$ cat src/cbq_pkg.sv
// Function
// - Qualifier register is 16 bits, software read/write, all fields reset to zero.
// - Bits 15:10 reserved, read as zero; software writes zero there.
// - Bit 9 picks peripheral bus or X/Y memory bus, only when cycle-select picks peripheral.
// - Bit 8 picks X bus (0) or Y bus (1) when X/Y selection is active.
// - Bits 7:6: 00 off, 01 peripheral, 10 internal CPU bus, 11 peripheral.
// - Bits 5:4: 00 off, 01 fetch, 10 data, 11 either.
// - Bits 3:2: 00 off, 01 read, 10 write, 11 either.
// - Bits 1:0: 00 any size, 01 byte, 10 word, 11 longword.
// - X bus: its low 16 bits compare with break data upper half.
// - Y bus: its low 16 bits compare with break data lower half.
`default_nettype none
package cbq_pkg;
    localparam logic [31:0] QUAL_OFFSET      = 32'h0000_0000;
    localparam logic [31:0] DATA_OFFSET      = 32'h0000_0004;
    localparam logic [31:0] MASK_OFFSET      = 32'h0000_0008;
    localparam logic [31:0] STATUS_OFFSET    = 32'h0000_000C;
    localparam logic [15:0] QUAL_RESET       = 16'h0000;
    localparam logic [15:0] QUAL_WRITE_MASK  = 16'h03FF;
    localparam logic [31:0] DATA_RESET       = 32'h0000_0000;
    localparam int          MEM_SEL_BIT      = 9;
    localparam int          XY_CHOICE_BIT    = 8;
    localparam int          CYCLE_SEL_LSB    = 6;
    localparam int          ACCESS_SEL_LSB   = 4;
    localparam int          DIR_SEL_LSB      = 2;
    localparam int          SIZE_SEL_LSB     = 0;
    localparam logic [1:0]  SEL_OFF          = 2'h0;
    localparam logic [1:0]  CYC_PERIPH       = 2'h1;
    localparam logic [1:0]  CYC_INTERNAL     = 2'h2;
    localparam logic [1:0]  SIZE_BYTE        = 2'h1;
    localparam logic [1:0]  SIZE_WORD        = 2'h2;
    localparam logic [1:0]  SIZE_LONG        = 2'h3;
    localparam logic [1:0]  HTRANS_NONSEQ    = 2'h2;
    localparam logic [2:0]  HSIZE_WORD32     = 3'h2;
    typedef enum logic [1:0] {
        BUS_NONE,
        BUS_INTERNAL,
        BUS_PERIPH,
        BUS_XY
    } watched_bus_t;
endpackage : cbq_pkg
`default_nettype wire

$ cat src/cbq_field_decode.sv
`timescale 1ns/1ps
`default_nettype none
module cbq_field_decode (
    input  wire logic [1:0] sel_in,
    input  wire logic       first_in,
    input  wire logic       second_in,
    output logic            enabled_out,
    output logic            pass_out
);
    // Common decode for the access-type and direction fields: 01 first, 10 second, 11 either.
    assign enabled_out = (sel_in != cbq_pkg::SEL_OFF);
    assign pass_out    = (sel_in[0] & first_in) | (sel_in[1] & second_in);
endmodule : cbq_field_decode
`default_nettype wire

$ cat src/break_chan_b_cycle_qualifier.sv
// The AHB-Lite register port and the register addresses were left to the implementer.
`timescale 1ns/1ps
`default_nettype none
module break_chan_b_cycle_qualifier (
    input  wire logic        core_clk_in,
    input  wire logic        rst_b_in,
    input  wire logic        hsel_in,
    input  wire logic [31:0] haddr_in,
    input  wire logic [1:0]  htrans_in,
    input  wire logic        hwrite_in,
    input  wire logic [2:0]  hsize_in,
    input  wire logic [31:0] hwdata_in,
    input  wire logic        hready_in,
    output logic [31:0]      hrdata_out,
    output logic             hreadyout_out,
    output logic             hresp_out,
    input  wire logic        cycle_valid_in,
    input  wire logic        internal_cycle_in,
    input  wire logic        periph_cycle_in,
    input  wire logic        x_cycle_in,
    input  wire logic        y_cycle_in,
    input  wire logic        fetch_in,
    input  wire logic        write_in,
    input  wire logic [1:0]  size_in,
    input  wire logic [31:0] internal_cpu_data_bus_in,
    input  wire logic [31:0] peripheral_side_data_bus_in,
    input  wire logic [15:0] x_memory_data_bus_in,
    input  wire logic [15:0] y_memory_data_bus_in,
    output logic             cycle_match_out,
    output logic             data_match_out,
    output logic [1:0]       watched_bus_out
);
    logic [15:0]          channel_b_cycle_qualifier_r;
    logic [31:0]          channel_b_break_data_r;
    logic [31:0]          break_data_mask_r;
    logic                 wr_pend_r;
    logic [31:0]          wr_addr_r;
    logic [31:0]          hrdata_r;
    logic                 cycle_match_r;
    logic                 data_match_r;
    logic                 addr_phase;
    cbq_pkg::watched_bus_t bus_sel;
    logic                 bus_hit;
    logic                 acc_en;
    logic                 acc_ok;
    logic                 dir_en;
    logic                 dir_ok;
    logic                 size_ok;
    logic                 all_ok;
    logic [31:0]          cmp_bus;
    logic [31:0]          cmp_care;
    logic [1:0]           cyc_sel;
    logic [1:0]           size_sel;
    logic                 wr_qual;
    logic                 wr_data;
    logic                 wr_mask;
    logic [31:0]          rd_word;
    logic [31:0]          bit_differs;
    logic                 data_ok;

    assign addr_phase    = hsel_in & hready_in & (htrans_in == cbq_pkg::HTRANS_NONSEQ);
    assign hreadyout_out = 1'b1;
    assign hresp_out     = 1'b0;
    assign hrdata_out    = hrdata_r;

    // Writes land at the data phase; reads are answered with zero wait states.
    always_ff @(posedge core_clk_in or negedge rst_b_in) begin
        if (!rst_b_in) begin
            wr_pend_r <= 1'b0;
            wr_addr_r <= 32'h0000_0000;
        end else begin
            wr_pend_r <= addr_phase & hwrite_in;
            wr_addr_r <= haddr_in;
        end
    end

    // Only exact word offsets decode, so a write to a hole in the map changes nothing.
    assign wr_qual = wr_pend_r && (wr_addr_r == cbq_pkg::QUAL_OFFSET);
    assign wr_data = wr_pend_r && (wr_addr_r == cbq_pkg::DATA_OFFSET);
    assign wr_mask = wr_pend_r && (wr_addr_r == cbq_pkg::MASK_OFFSET);

    always_ff @(posedge core_clk_in or negedge rst_b_in) begin
        if (!rst_b_in) begin
            channel_b_cycle_qualifier_r <= cbq_pkg::QUAL_RESET;
        end else if (wr_qual) begin
            // Reserved bits are dropped so a stray one never reaches the decode.
            channel_b_cycle_qualifier_r <= hwdata_in[15:0] & cbq_pkg::QUAL_WRITE_MASK;
        end
    end

    always_ff @(posedge core_clk_in or negedge rst_b_in) begin
        if (!rst_b_in) begin
            channel_b_break_data_r <= cbq_pkg::DATA_RESET;
        end else if (wr_data) begin
            channel_b_break_data_r <= hwdata_in;
        end
    end

    always_ff @(posedge core_clk_in or negedge rst_b_in) begin
        if (!rst_b_in) begin
            break_data_mask_r <= cbq_pkg::DATA_RESET;
        end else if (wr_mask) begin
            break_data_mask_r <= hwdata_in;
        end
    end

    always_comb begin
        rd_word = 32'h0000_0000;
        unique case (haddr_in)
            cbq_pkg::QUAL_OFFSET:   rd_word = {16'h0000, channel_b_cycle_qualifier_r};
            cbq_pkg::DATA_OFFSET:   rd_word = channel_b_break_data_r;
            cbq_pkg::MASK_OFFSET:   rd_word = break_data_mask_r;
            cbq_pkg::STATUS_OFFSET: rd_word = {28'h000_0000, watched_bus_out,
                                               data_match_r, cycle_match_r};
            default:                rd_word = 32'h0000_0000;
        endcase
    end

    // Read data is captured at the address phase and then stands through the data phase.
    always_ff @(posedge core_clk_in or negedge rst_b_in) begin
        if (!rst_b_in) begin
            hrdata_r <= 32'h0000_0000;
        end else if (addr_phase && !hwrite_in) begin
            hrdata_r <= rd_word;
        end
    end

    assign cyc_sel  = channel_b_cycle_qualifier_r[cbq_pkg::CYCLE_SEL_LSB +: 2];
    assign size_sel = channel_b_cycle_qualifier_r[cbq_pkg::SIZE_SEL_LSB +: 2];

    always_comb begin
        bus_sel = cbq_pkg::BUS_NONE;
        if (cyc_sel == cbq_pkg::CYC_INTERNAL) begin
            bus_sel = cbq_pkg::BUS_INTERNAL;
        end else if (cyc_sel != cbq_pkg::SEL_OFF) begin
            // Memory-bus select only counts on the peripheral choice.
            bus_sel = channel_b_cycle_qualifier_r[cbq_pkg::MEM_SEL_BIT] ? cbq_pkg::BUS_XY
                                                                         : cbq_pkg::BUS_PERIPH;
        end
    end

    always_comb begin
        bus_hit  = 1'b0;
        cmp_bus  = 32'h0000_0000;
        cmp_care = 32'h0000_0000;
        unique case (bus_sel)
            cbq_pkg::BUS_NONE: begin
            end
            cbq_pkg::BUS_INTERNAL: begin
                bus_hit  = internal_cycle_in;
                cmp_bus  = internal_cpu_data_bus_in;
                cmp_care = 32'hFFFF_FFFF;
            end
            cbq_pkg::BUS_PERIPH: begin
                bus_hit  = periph_cycle_in;
                cmp_bus  = peripheral_side_data_bus_in;
                cmp_care = 32'hFFFF_FFFF;
            end
            cbq_pkg::BUS_XY: begin
                if (channel_b_cycle_qualifier_r[cbq_pkg::XY_CHOICE_BIT]) begin
                    bus_hit  = y_cycle_in;
                    cmp_bus  = {16'h0000, y_memory_data_bus_in};
                    cmp_care = 32'h0000_FFFF;
                end else begin
                    bus_hit  = x_cycle_in;
                    cmp_bus  = {x_memory_data_bus_in, 16'h0000};
                    cmp_care = 32'hFFFF_0000;
                end
            end
        endcase
    end

    cbq_field_decode access_decode (
        .sel_in      (channel_b_cycle_qualifier_r[cbq_pkg::ACCESS_SEL_LSB +: 2]),
        .first_in    (fetch_in),
        .second_in   (~fetch_in),
        .enabled_out (acc_en),
        .pass_out    (acc_ok)
    );

    cbq_field_decode direction_decode (
        .sel_in      (channel_b_cycle_qualifier_r[cbq_pkg::DIR_SEL_LSB +: 2]),
        .first_in    (~write_in),
        .second_in   (write_in),
        .enabled_out (dir_en),
        .pass_out    (dir_ok)
    );

    assign size_ok = (size_sel == cbq_pkg::SEL_OFF) || (size_sel == size_in);

    // An off field in access or direction disables the whole comparison.
    assign all_ok = cycle_valid_in & bus_hit & acc_en & acc_ok & dir_en & dir_ok & size_ok;

    // A bit counts only where the chosen bus carries it and the mask lets it through.
    generate
        for (genvar lane = 0; lane < 32; lane = lane + 1) begin : g_lane
            assign bit_differs[lane] = (cmp_bus[lane] ^ channel_b_break_data_r[lane])
                                       & cmp_care[lane] & ~break_data_mask_r[lane];
        end
    endgenerate
    assign data_ok = (bit_differs == 32'h0000_0000);

    // Both matches are registered so the break logic downstream sees one clean cycle.
    always_ff @(posedge core_clk_in or negedge rst_b_in) begin
        if (!rst_b_in) begin
            cycle_match_r <= 1'b0;
        end else begin
            cycle_match_r <= all_ok;
        end
    end

    always_ff @(posedge core_clk_in or negedge rst_b_in) begin
        if (!rst_b_in) begin
            data_match_r <= 1'b0;
        end else begin
            data_match_r <= all_ok && data_ok;
        end
    end

    assign cycle_match_out = cycle_match_r;
    assign data_match_out  = data_match_r;
    assign watched_bus_out = bus_sel;
endmodule : break_chan_b_cycle_qualifier
`default_nettype wire

$ cat config.mk
export PLATFORM = sky130hd
export DESIGN_NAME = break_chan_b_cycle_qualifier
export DESIGN_NICKNAME = d
export VERILOG_FILES = /design/src/cbq_pkg.sv /design/src/cbq_field_decode.sv /design/src/break_chan_b_cycle_qualifier.sv
export SDC_FILE = /design/constraint.sdc
export NUM_CORES = 1
export LEC_CHECK = 0
export ABC_AREA = 1
export BUFFER_PORTS_ARGS = -buffer_cell sky130_fd_sc_hd__clkbuf_2
export CAP_MARGIN = 5
export CORE_MARGIN = 5
export CORE_UTILIZATION = 48
export CTS_CLUSTER_DIAMETER = 30
export CTS_CLUSTER_SIZE = 12
export DETAILED_ROUTE_END_ITERATION = 8
export PLACE_DENSITY_LB_ADDON = 0.25
export SYNTH_ARGS = -nofsm -noshare
export SYNTH_HDL_FRONTEND = slang
export SYNTH_SLANG_ARGS = --single-unit
$ cat constraint.sdc
create_clock -name core_clk_in -period 1.83 [get_ports core_clk_in]
set_input_delay 0.2745 -clock core_clk_in [delete_from_list [all_inputs] [get_ports core_clk_in]]
set_output_delay 0.2745 -clock core_clk_in [all_outputs]
set_load 0.1 [all_outputs]
Word level (Yosys, flattened, before mapping)
Index checks and enable logic that the tools add are counted.
{"block": "word_totals", "regBits": 141, "out_inout_bits": 38, "wordCells": 189}
{"block": "op_classes", "eq_ne": 11, "n_mux": 10, "bitwise": 145, "n_reduce_logical": 15}
{"cell": "$pmux W32 S4", "count": 1}
{"cell": "$eq A32 B4 Y1 const B", "count": 3}
{"cell": "$logic_not A32 Y1", "count": 3}
{"cell": "$pmux W32 S3", "count": 1}
{"cell": "$and A1 B1 Y1", "count": 77}
{"cell": "$eq A32 B3 Y1 const B", "count": 2}
{"cell": "$mux W32", "count": 2}
{"cell": "$pmux W32 S2", "count": 1}
{"cell": "$not A1 Y1", "count": 34}
{"cell": "$xor A1 B1 Y1", "count": 32}
{"cell": "$eq A2 B2 Y1 const B", "count": 4}
{"cell": "$reduce_bool A2 Y1", "count": 3}
{"cell": "$logic_and A1 B1 Y1", "count": 5}
{"cell": "$mux W2", "count": 2}
{"cell": "$pmux W1 S3", "count": 1}
{"cell": "$eq A2 B1 Y1 const B", "count": 1}
{"cell": "$eq A2 B2 Y1", "count": 1}
{"cell": "$logic_not A2 Y1", "count": 1}
{"cell": "$mux W1", "count": 2}
{"cell": "$or A1 B1 Y1", "count": 2}
{"cell": "$reduce_or A2 Y1", "count": 1}
{"cell": "$logic_not A1 Y1", "count": 1}
{"cell": "$logic_or A1 B1 Y1", "count": 1}

Longest topological paths before layout
{"block": "logic_depth", "depth_word": 12, "ltp_mapped": 14, "ltp_nobuf": 12}

By module
From an unflattened synthesis, not the netlist that was laid out.
{"block": "unflattened", "cells_unflattened": 980, "area_unflattened_um2": 7225.7}
{"module": "break_chan_b_cycle_qualifier", "instances": 1, "cells_per_inst": 968, "area_per_inst_um2": 7180.6}
{"module": "cbq_field_decode", "instances": 2, "cells_per_inst": 6, "area_per_inst_um2": 22.5}

Worst setup path after synthesis
OpenSTA, ideal clock, no wires.
{"block": "synth_timing", "kind": "register to register", "from": "register channel_b_cycle_qualifier_r[6]", "to": "register hrdata_r[2] (netlist: hrdata_out[2])", "setup_time_ps": 68, "t_arrival_ps": 3256, "required_ps": 1762, "slack_ps": -1493, "stages_incl_launch_ff": 8, "synth_period_minus_slack_ps": 3323, "cell_sequence": "dfrtp_1 > buf_6 > buf_2 > o21ai_0 > nand3_1 > nand2_1 > o21ai_0 > nand2_1"}
{"block": "synth_via", "elab_chain_len": 4, "word_cells_on_any_way": 5, "cone_classes": "eq/ne: 1; mux: 3; reduce/logical: 1"}
{"item": "from (decl)", "line": "break_chan_b_cycle_qualifier.sv:33", "source": "logic [15:0] channel_b_cycle_qualifier_r;"}
{"item": "from (signal assigned)", "line": "break_chan_b_cycle_qualifier.sv:84", "source": "channel_b_cycle_qualifier_r <= cbq_pkg::QUAL_RESET;"}
{"item": "from (signal assigned)", "line": "break_chan_b_cycle_qualifier.sv:87", "source": "channel_b_cycle_qualifier_r <= hwdata_in[15:0] & cbq_pkg::QUAL_WRITE_MASK;"}
{"item": "$reduce_bool A2 Y1", "line": "break_chan_b_cycle_qualifier.sv:135", "source": "end else if (cyc_sel != cbq_pkg::SEL_OFF) begin"}
{"item": "$mux W2", "line": "break_chan_b_cycle_qualifier.sv:135"}
{"item": "$mux W2 *", "line": "break_chan_b_cycle_qualifier.sv:133", "source": "if (cyc_sel == cbq_pkg::CYC_INTERNAL) begin"}
{"item": "via watched_bus_out[0]", "line": "break_chan_b_cycle_qualifier.sv:31", "source": "output logic [1:0] watched_bus_out"}
{"item": "$pmux W32 S4 *", "line": "break_chan_b_cycle_qualifier.sv:109", "source": "unique case (haddr_in)"}
{"item": "to (signal assigned)", "line": "break_chan_b_cycle_qualifier.sv:124", "source": "hrdata_r <= rd_word;"}
{"item": "to (decl)", "line": "break_chan_b_cycle_qualifier.sv:38", "source": "logic [31:0] hrdata_r;"}
The timed path passes the listed nets; every way through them passes the cells marked *.
A chain may end at the register's enable or synchronous reset.

Worst setup path after layout
{"block": "layout_timing", "from": "register wr_addr_r[13]", "to": "register break_data_mask_r[13]"}
{"block": "layout_via", "elab_chain_len": 2}
{"item": "from (decl)", "line": "break_chan_b_cycle_qualifier.sv:37", "source": "logic [31:0] wr_addr_r;"}
{"item": "from (signal assigned)", "line": "break_chan_b_cycle_qualifier.sv:73", "source": "wr_addr_r <= haddr_in;"}
{"item": "$eq A32 B4 Y1", "line": "break_chan_b_cycle_qualifier.sv:80", "source": "assign wr_mask = wr_pend_r && (wr_addr_r == cbq_pkg::MASK_OFFSET);"}
{"item": "$logic_and A1 B1 Y1", "line": "break_chan_b_cycle_qualifier.sv:80"}
{"item": "to (signal assigned)", "line": "break_chan_b_cycle_qualifier.sv:101", "source": "break_data_mask_r <= cbq_pkg::DATA_RESET;"}
{"item": "to (signal assigned)", "line": "break_chan_b_cycle_qualifier.sv:103", "source": "break_data_mask_r <= hwdata_in;"}
{"item": "to (decl)", "line": "break_chan_b_cycle_qualifier.sv:35", "source": "logic [31:0] break_data_mask_r;"}
Every way passes these cells.

==> metrics <==
status=finished with violations; failing checks=negative setup slack; Clock Latency Late Sink=roughly 0.43 ns; CP Data Arrival Time=2.20 ns; vias in the first global route=7,704; total congestion overflow=0; Pre-antenna DRT Iters=5; Main synth FF type=dfrtp_1; Final Max Tran Viols=0; Final nets=1,448; Mean Syn Cell Area=7.38 sq um; final setup fails=64; max cap viols=0; Post-Route WL=about 27 mm; Mapped Cells=1,004; ranking of synthesized cells by area=dfrtp_1 48%, nand2_1 17%, nand3_1 8.4%; row count=45; Synth top cells by count=339 x nand2_1, 141 x dfrtp_1, 125 x nand3_1, 97 x inv_1, 70 x nor2_1; Multi-input gate area=3750 sq um; count of different cell masters after synthesis=31; IO Count=~220; Worst EP required=2.14 ns; Vias/cell=5.47; Area Growth Syn to Fin=44.5%; crit path max-delay cell type=or3_4; Final Worst Setup Slack=-0.0633 ns; Placed Area=8890 sq um; first-pass GRT wire length=around 39 mm; WS Path Type=register to register; Yosys reg bits=approximately 140; Yosys Warn Count=0; initial drt markers=695; initial antenna violation count=2; area of the die=18,000 sq um; Final Critical Period=roughly 1.9 ns; Die H=134 microns; Remaining DRCs=0; Worst Hold Class=primary input to register; Final Hold Fails=0; Vias=8,051; post-synthesis sequential area ratio=0.476; cell area after synthesis=7410 sq um; maximum vdd ir drop=0.653 mV; period utilization=1.03; post-synth top area share=0.476; worst path bufs/invs=2; Initial Utilization=0.489; Post-Route Utilization=0.707; Final HPWL DP=17.0 mm; Max Clock Skew=0.00847 ns; Core ar.=15,100 sq um; I/O Buffers=around 210; Setup WS pre-CTS=-0.0291 ns; Slew Limit Headroom=0.595; leak pwr=5.82 nW; largest net degree at the start of global routing=45; cell taking the most area after synthesis=dfrtp_1; Post-synth EDFFs=0; average wire per standard cell=18.1 microns; layout cells sized above 1=0.329; Max Freq=528 MHz; Max Root-Sink Buffers=2; syn nets=between 1,000 and 1,500; maximum fanout along the worst path=16; Register Area=3530 sq um; Die Span X=134 microns; worst slew pin tran=approximately 0.61 ns; worst hold slack=between 0.03 and 0.04 ns; Setup crit start kind=register; post-route cell area=10,700 sq um; asr flop ratio synth=1.00; clock root cell=clkbuf_16; worst path cell trace=nor2_1 > nand2_1 > nor2_2 > nand4_1 > buf_4 > or3_4 > clkbuf_16 > nand2_1 > o21ai_1; CTS tree=yes; Total GRT Usage=0.278; most common cell in the netlist=nand2_1; CTS H-tree depth=4; RePlAce Congestion=between 0.8 and 0.9; Setup crit end kind=register; Post-DRT Antenna Nets=0; CP peak stage delay=0.45 ns; pwr dens=679 nW/um^2; Worst-path clk slew=0.06 ns; CTS buffer count=17; crit-path most repeated cell=nand2_1; Fillers=1,198; RSZ-0062 raised after global routing=true; clock sink total=between 100 and 150; CP top delay family=simple AND/OR/NAND/NOR gates
## layer usage
metal  wire length, microns  global-route usage  vias to the layer above
li1                       -                   -                     3796
met1                  10600               0.373                     3749
met2                  12700               0.447                      429
met5                     11                   0                        -
met4                    889               0.109                        2
met3                   2380              0.0548                       75
## cell type report
type                       count  share of cell area
multi-input combinational    714               0.350
sequential                   141               0.330
timing repair buffer         293               0.205
clock buffer                  18              0.0410
inverter                     102              0.0362
tap                          188              0.0220
clock inverter                14              0.0160
antenna                        1            0.000234
## cells by family (layout without fill, tap and decap cells)
kind of cell | after synthesis | count (layout) | share of synthesized area
AOI/OAI and AO/OA | 107 | 107 | 0.0743
buffers and inverters | 149 | 427 | 0.0885
DFF | 141 | 141 | 0.476
other | 2 | 3 | 0.00101
and+or+nand+nor | 605 | 605 | 0.360
## placed cells by master, fill, tap and decap left out, drive strengths merged, types with 4 or more instances in the layout
| master | instances |
|---|---|
| dlygate4sd3 | 28 |
| dfrtp | 141 |
| nand3 | 126 |
| nand3b | 5 |
| dlymetal6s4s | 4 |
| nand2 | 342 |
| buf | 53 |
| clkbuf | 226 |
| nor2 | 75 |
| inv | 110 |
| nand4 | 46 |
| nor4 | 5 |
| o21ai | 105 |
## power by group
group	internal (mW)	total, mW	switching, mW
logic	0.227	0.495	0.268
clock network	2.10	3.61	1.51
registers	3.15	3.17	0.0145
total	5.48	7.28	1.79
## metrics by stage
stage / power [mW] / TNS (ns) / std cells
after floorplan: 3.33 / 0 / 1004
after global placement: 3.64 / 0 / 1394
after detailed placement: 3.64 / -0.419 / 1394
after CTS: 7.26 / -1.19 / 1465
after global routing: 7.49 / -9.23 / 1471
final: 7.28 / -2.24 / 1471
## timing repair
action | in CTS | in global routing
gates cloned | 5 | 6
pin swaps | 0 | 22
buffers inserted | 2 | 5
hold endpoints to repair | 70 | 0
gates resized for setup | 28 | 158
hold buffers | 32 | 0
setup endpoints to repair | 65 | 108
## sequential cells by signal (all words and copies together), names as in the netlist
name / count
break_data_mask_r: 32
channel_b_break_data_r: 32
channel_b_cycle_qualifier_r: 10
cycle_match_out: 1
data_match_out: 1
hrdata_out: 32
wr_addr_r: 32
wr_pend_r: 1
## path summary, 6_finish.rpt
| check | from | to | slack [ns] | cells after the start |
|---|---|---|---|---|
| hold reg to reg | hrdata_out[20]$_DFFE_PN0P_ | hrdata_out[20]$_DFFE_PN0P_ | 0.48 | 2 |
| hold / removal | haddr_in[2] | wr_addr_r[2]$_DFF_PN0_ | 0.04 | 1 |
| max in group asynchronous | rst_b_in | break_data_mask_r[22]$_DFFE_PN0P_ | 0.89 | 3 |
| setup reg to reg | wr_addr_r[13]$_DFF_PN0_ | break_data_mask_r[13]$_DFFE_PN0P_ | -0.06 | 9 |
| setup / recovery | wr_addr_r[13]$_DFF_PN0_ | break_data_mask_r[13]$_DFFE_PN0P_ | -0.06 | 9 |
| min in group asynchronous | rst_b_in | hrdata_out[8]$_DFFE_PN0P_ | 0.35 | 2 |
## worst reg2reg max path: stages (launching register included)
cell,delay [ns]
dfrtp_1,0.36
nor2_1,0.12
nand2_1,0.07
nor2_2,0.12
nand4_1,0.12
buf_4,0.16
or3_4,0.45
clkbuf_16,0.24
nand2_1,0.07
o21ai_1,0.06
Power figures use the tool's default switching activity.
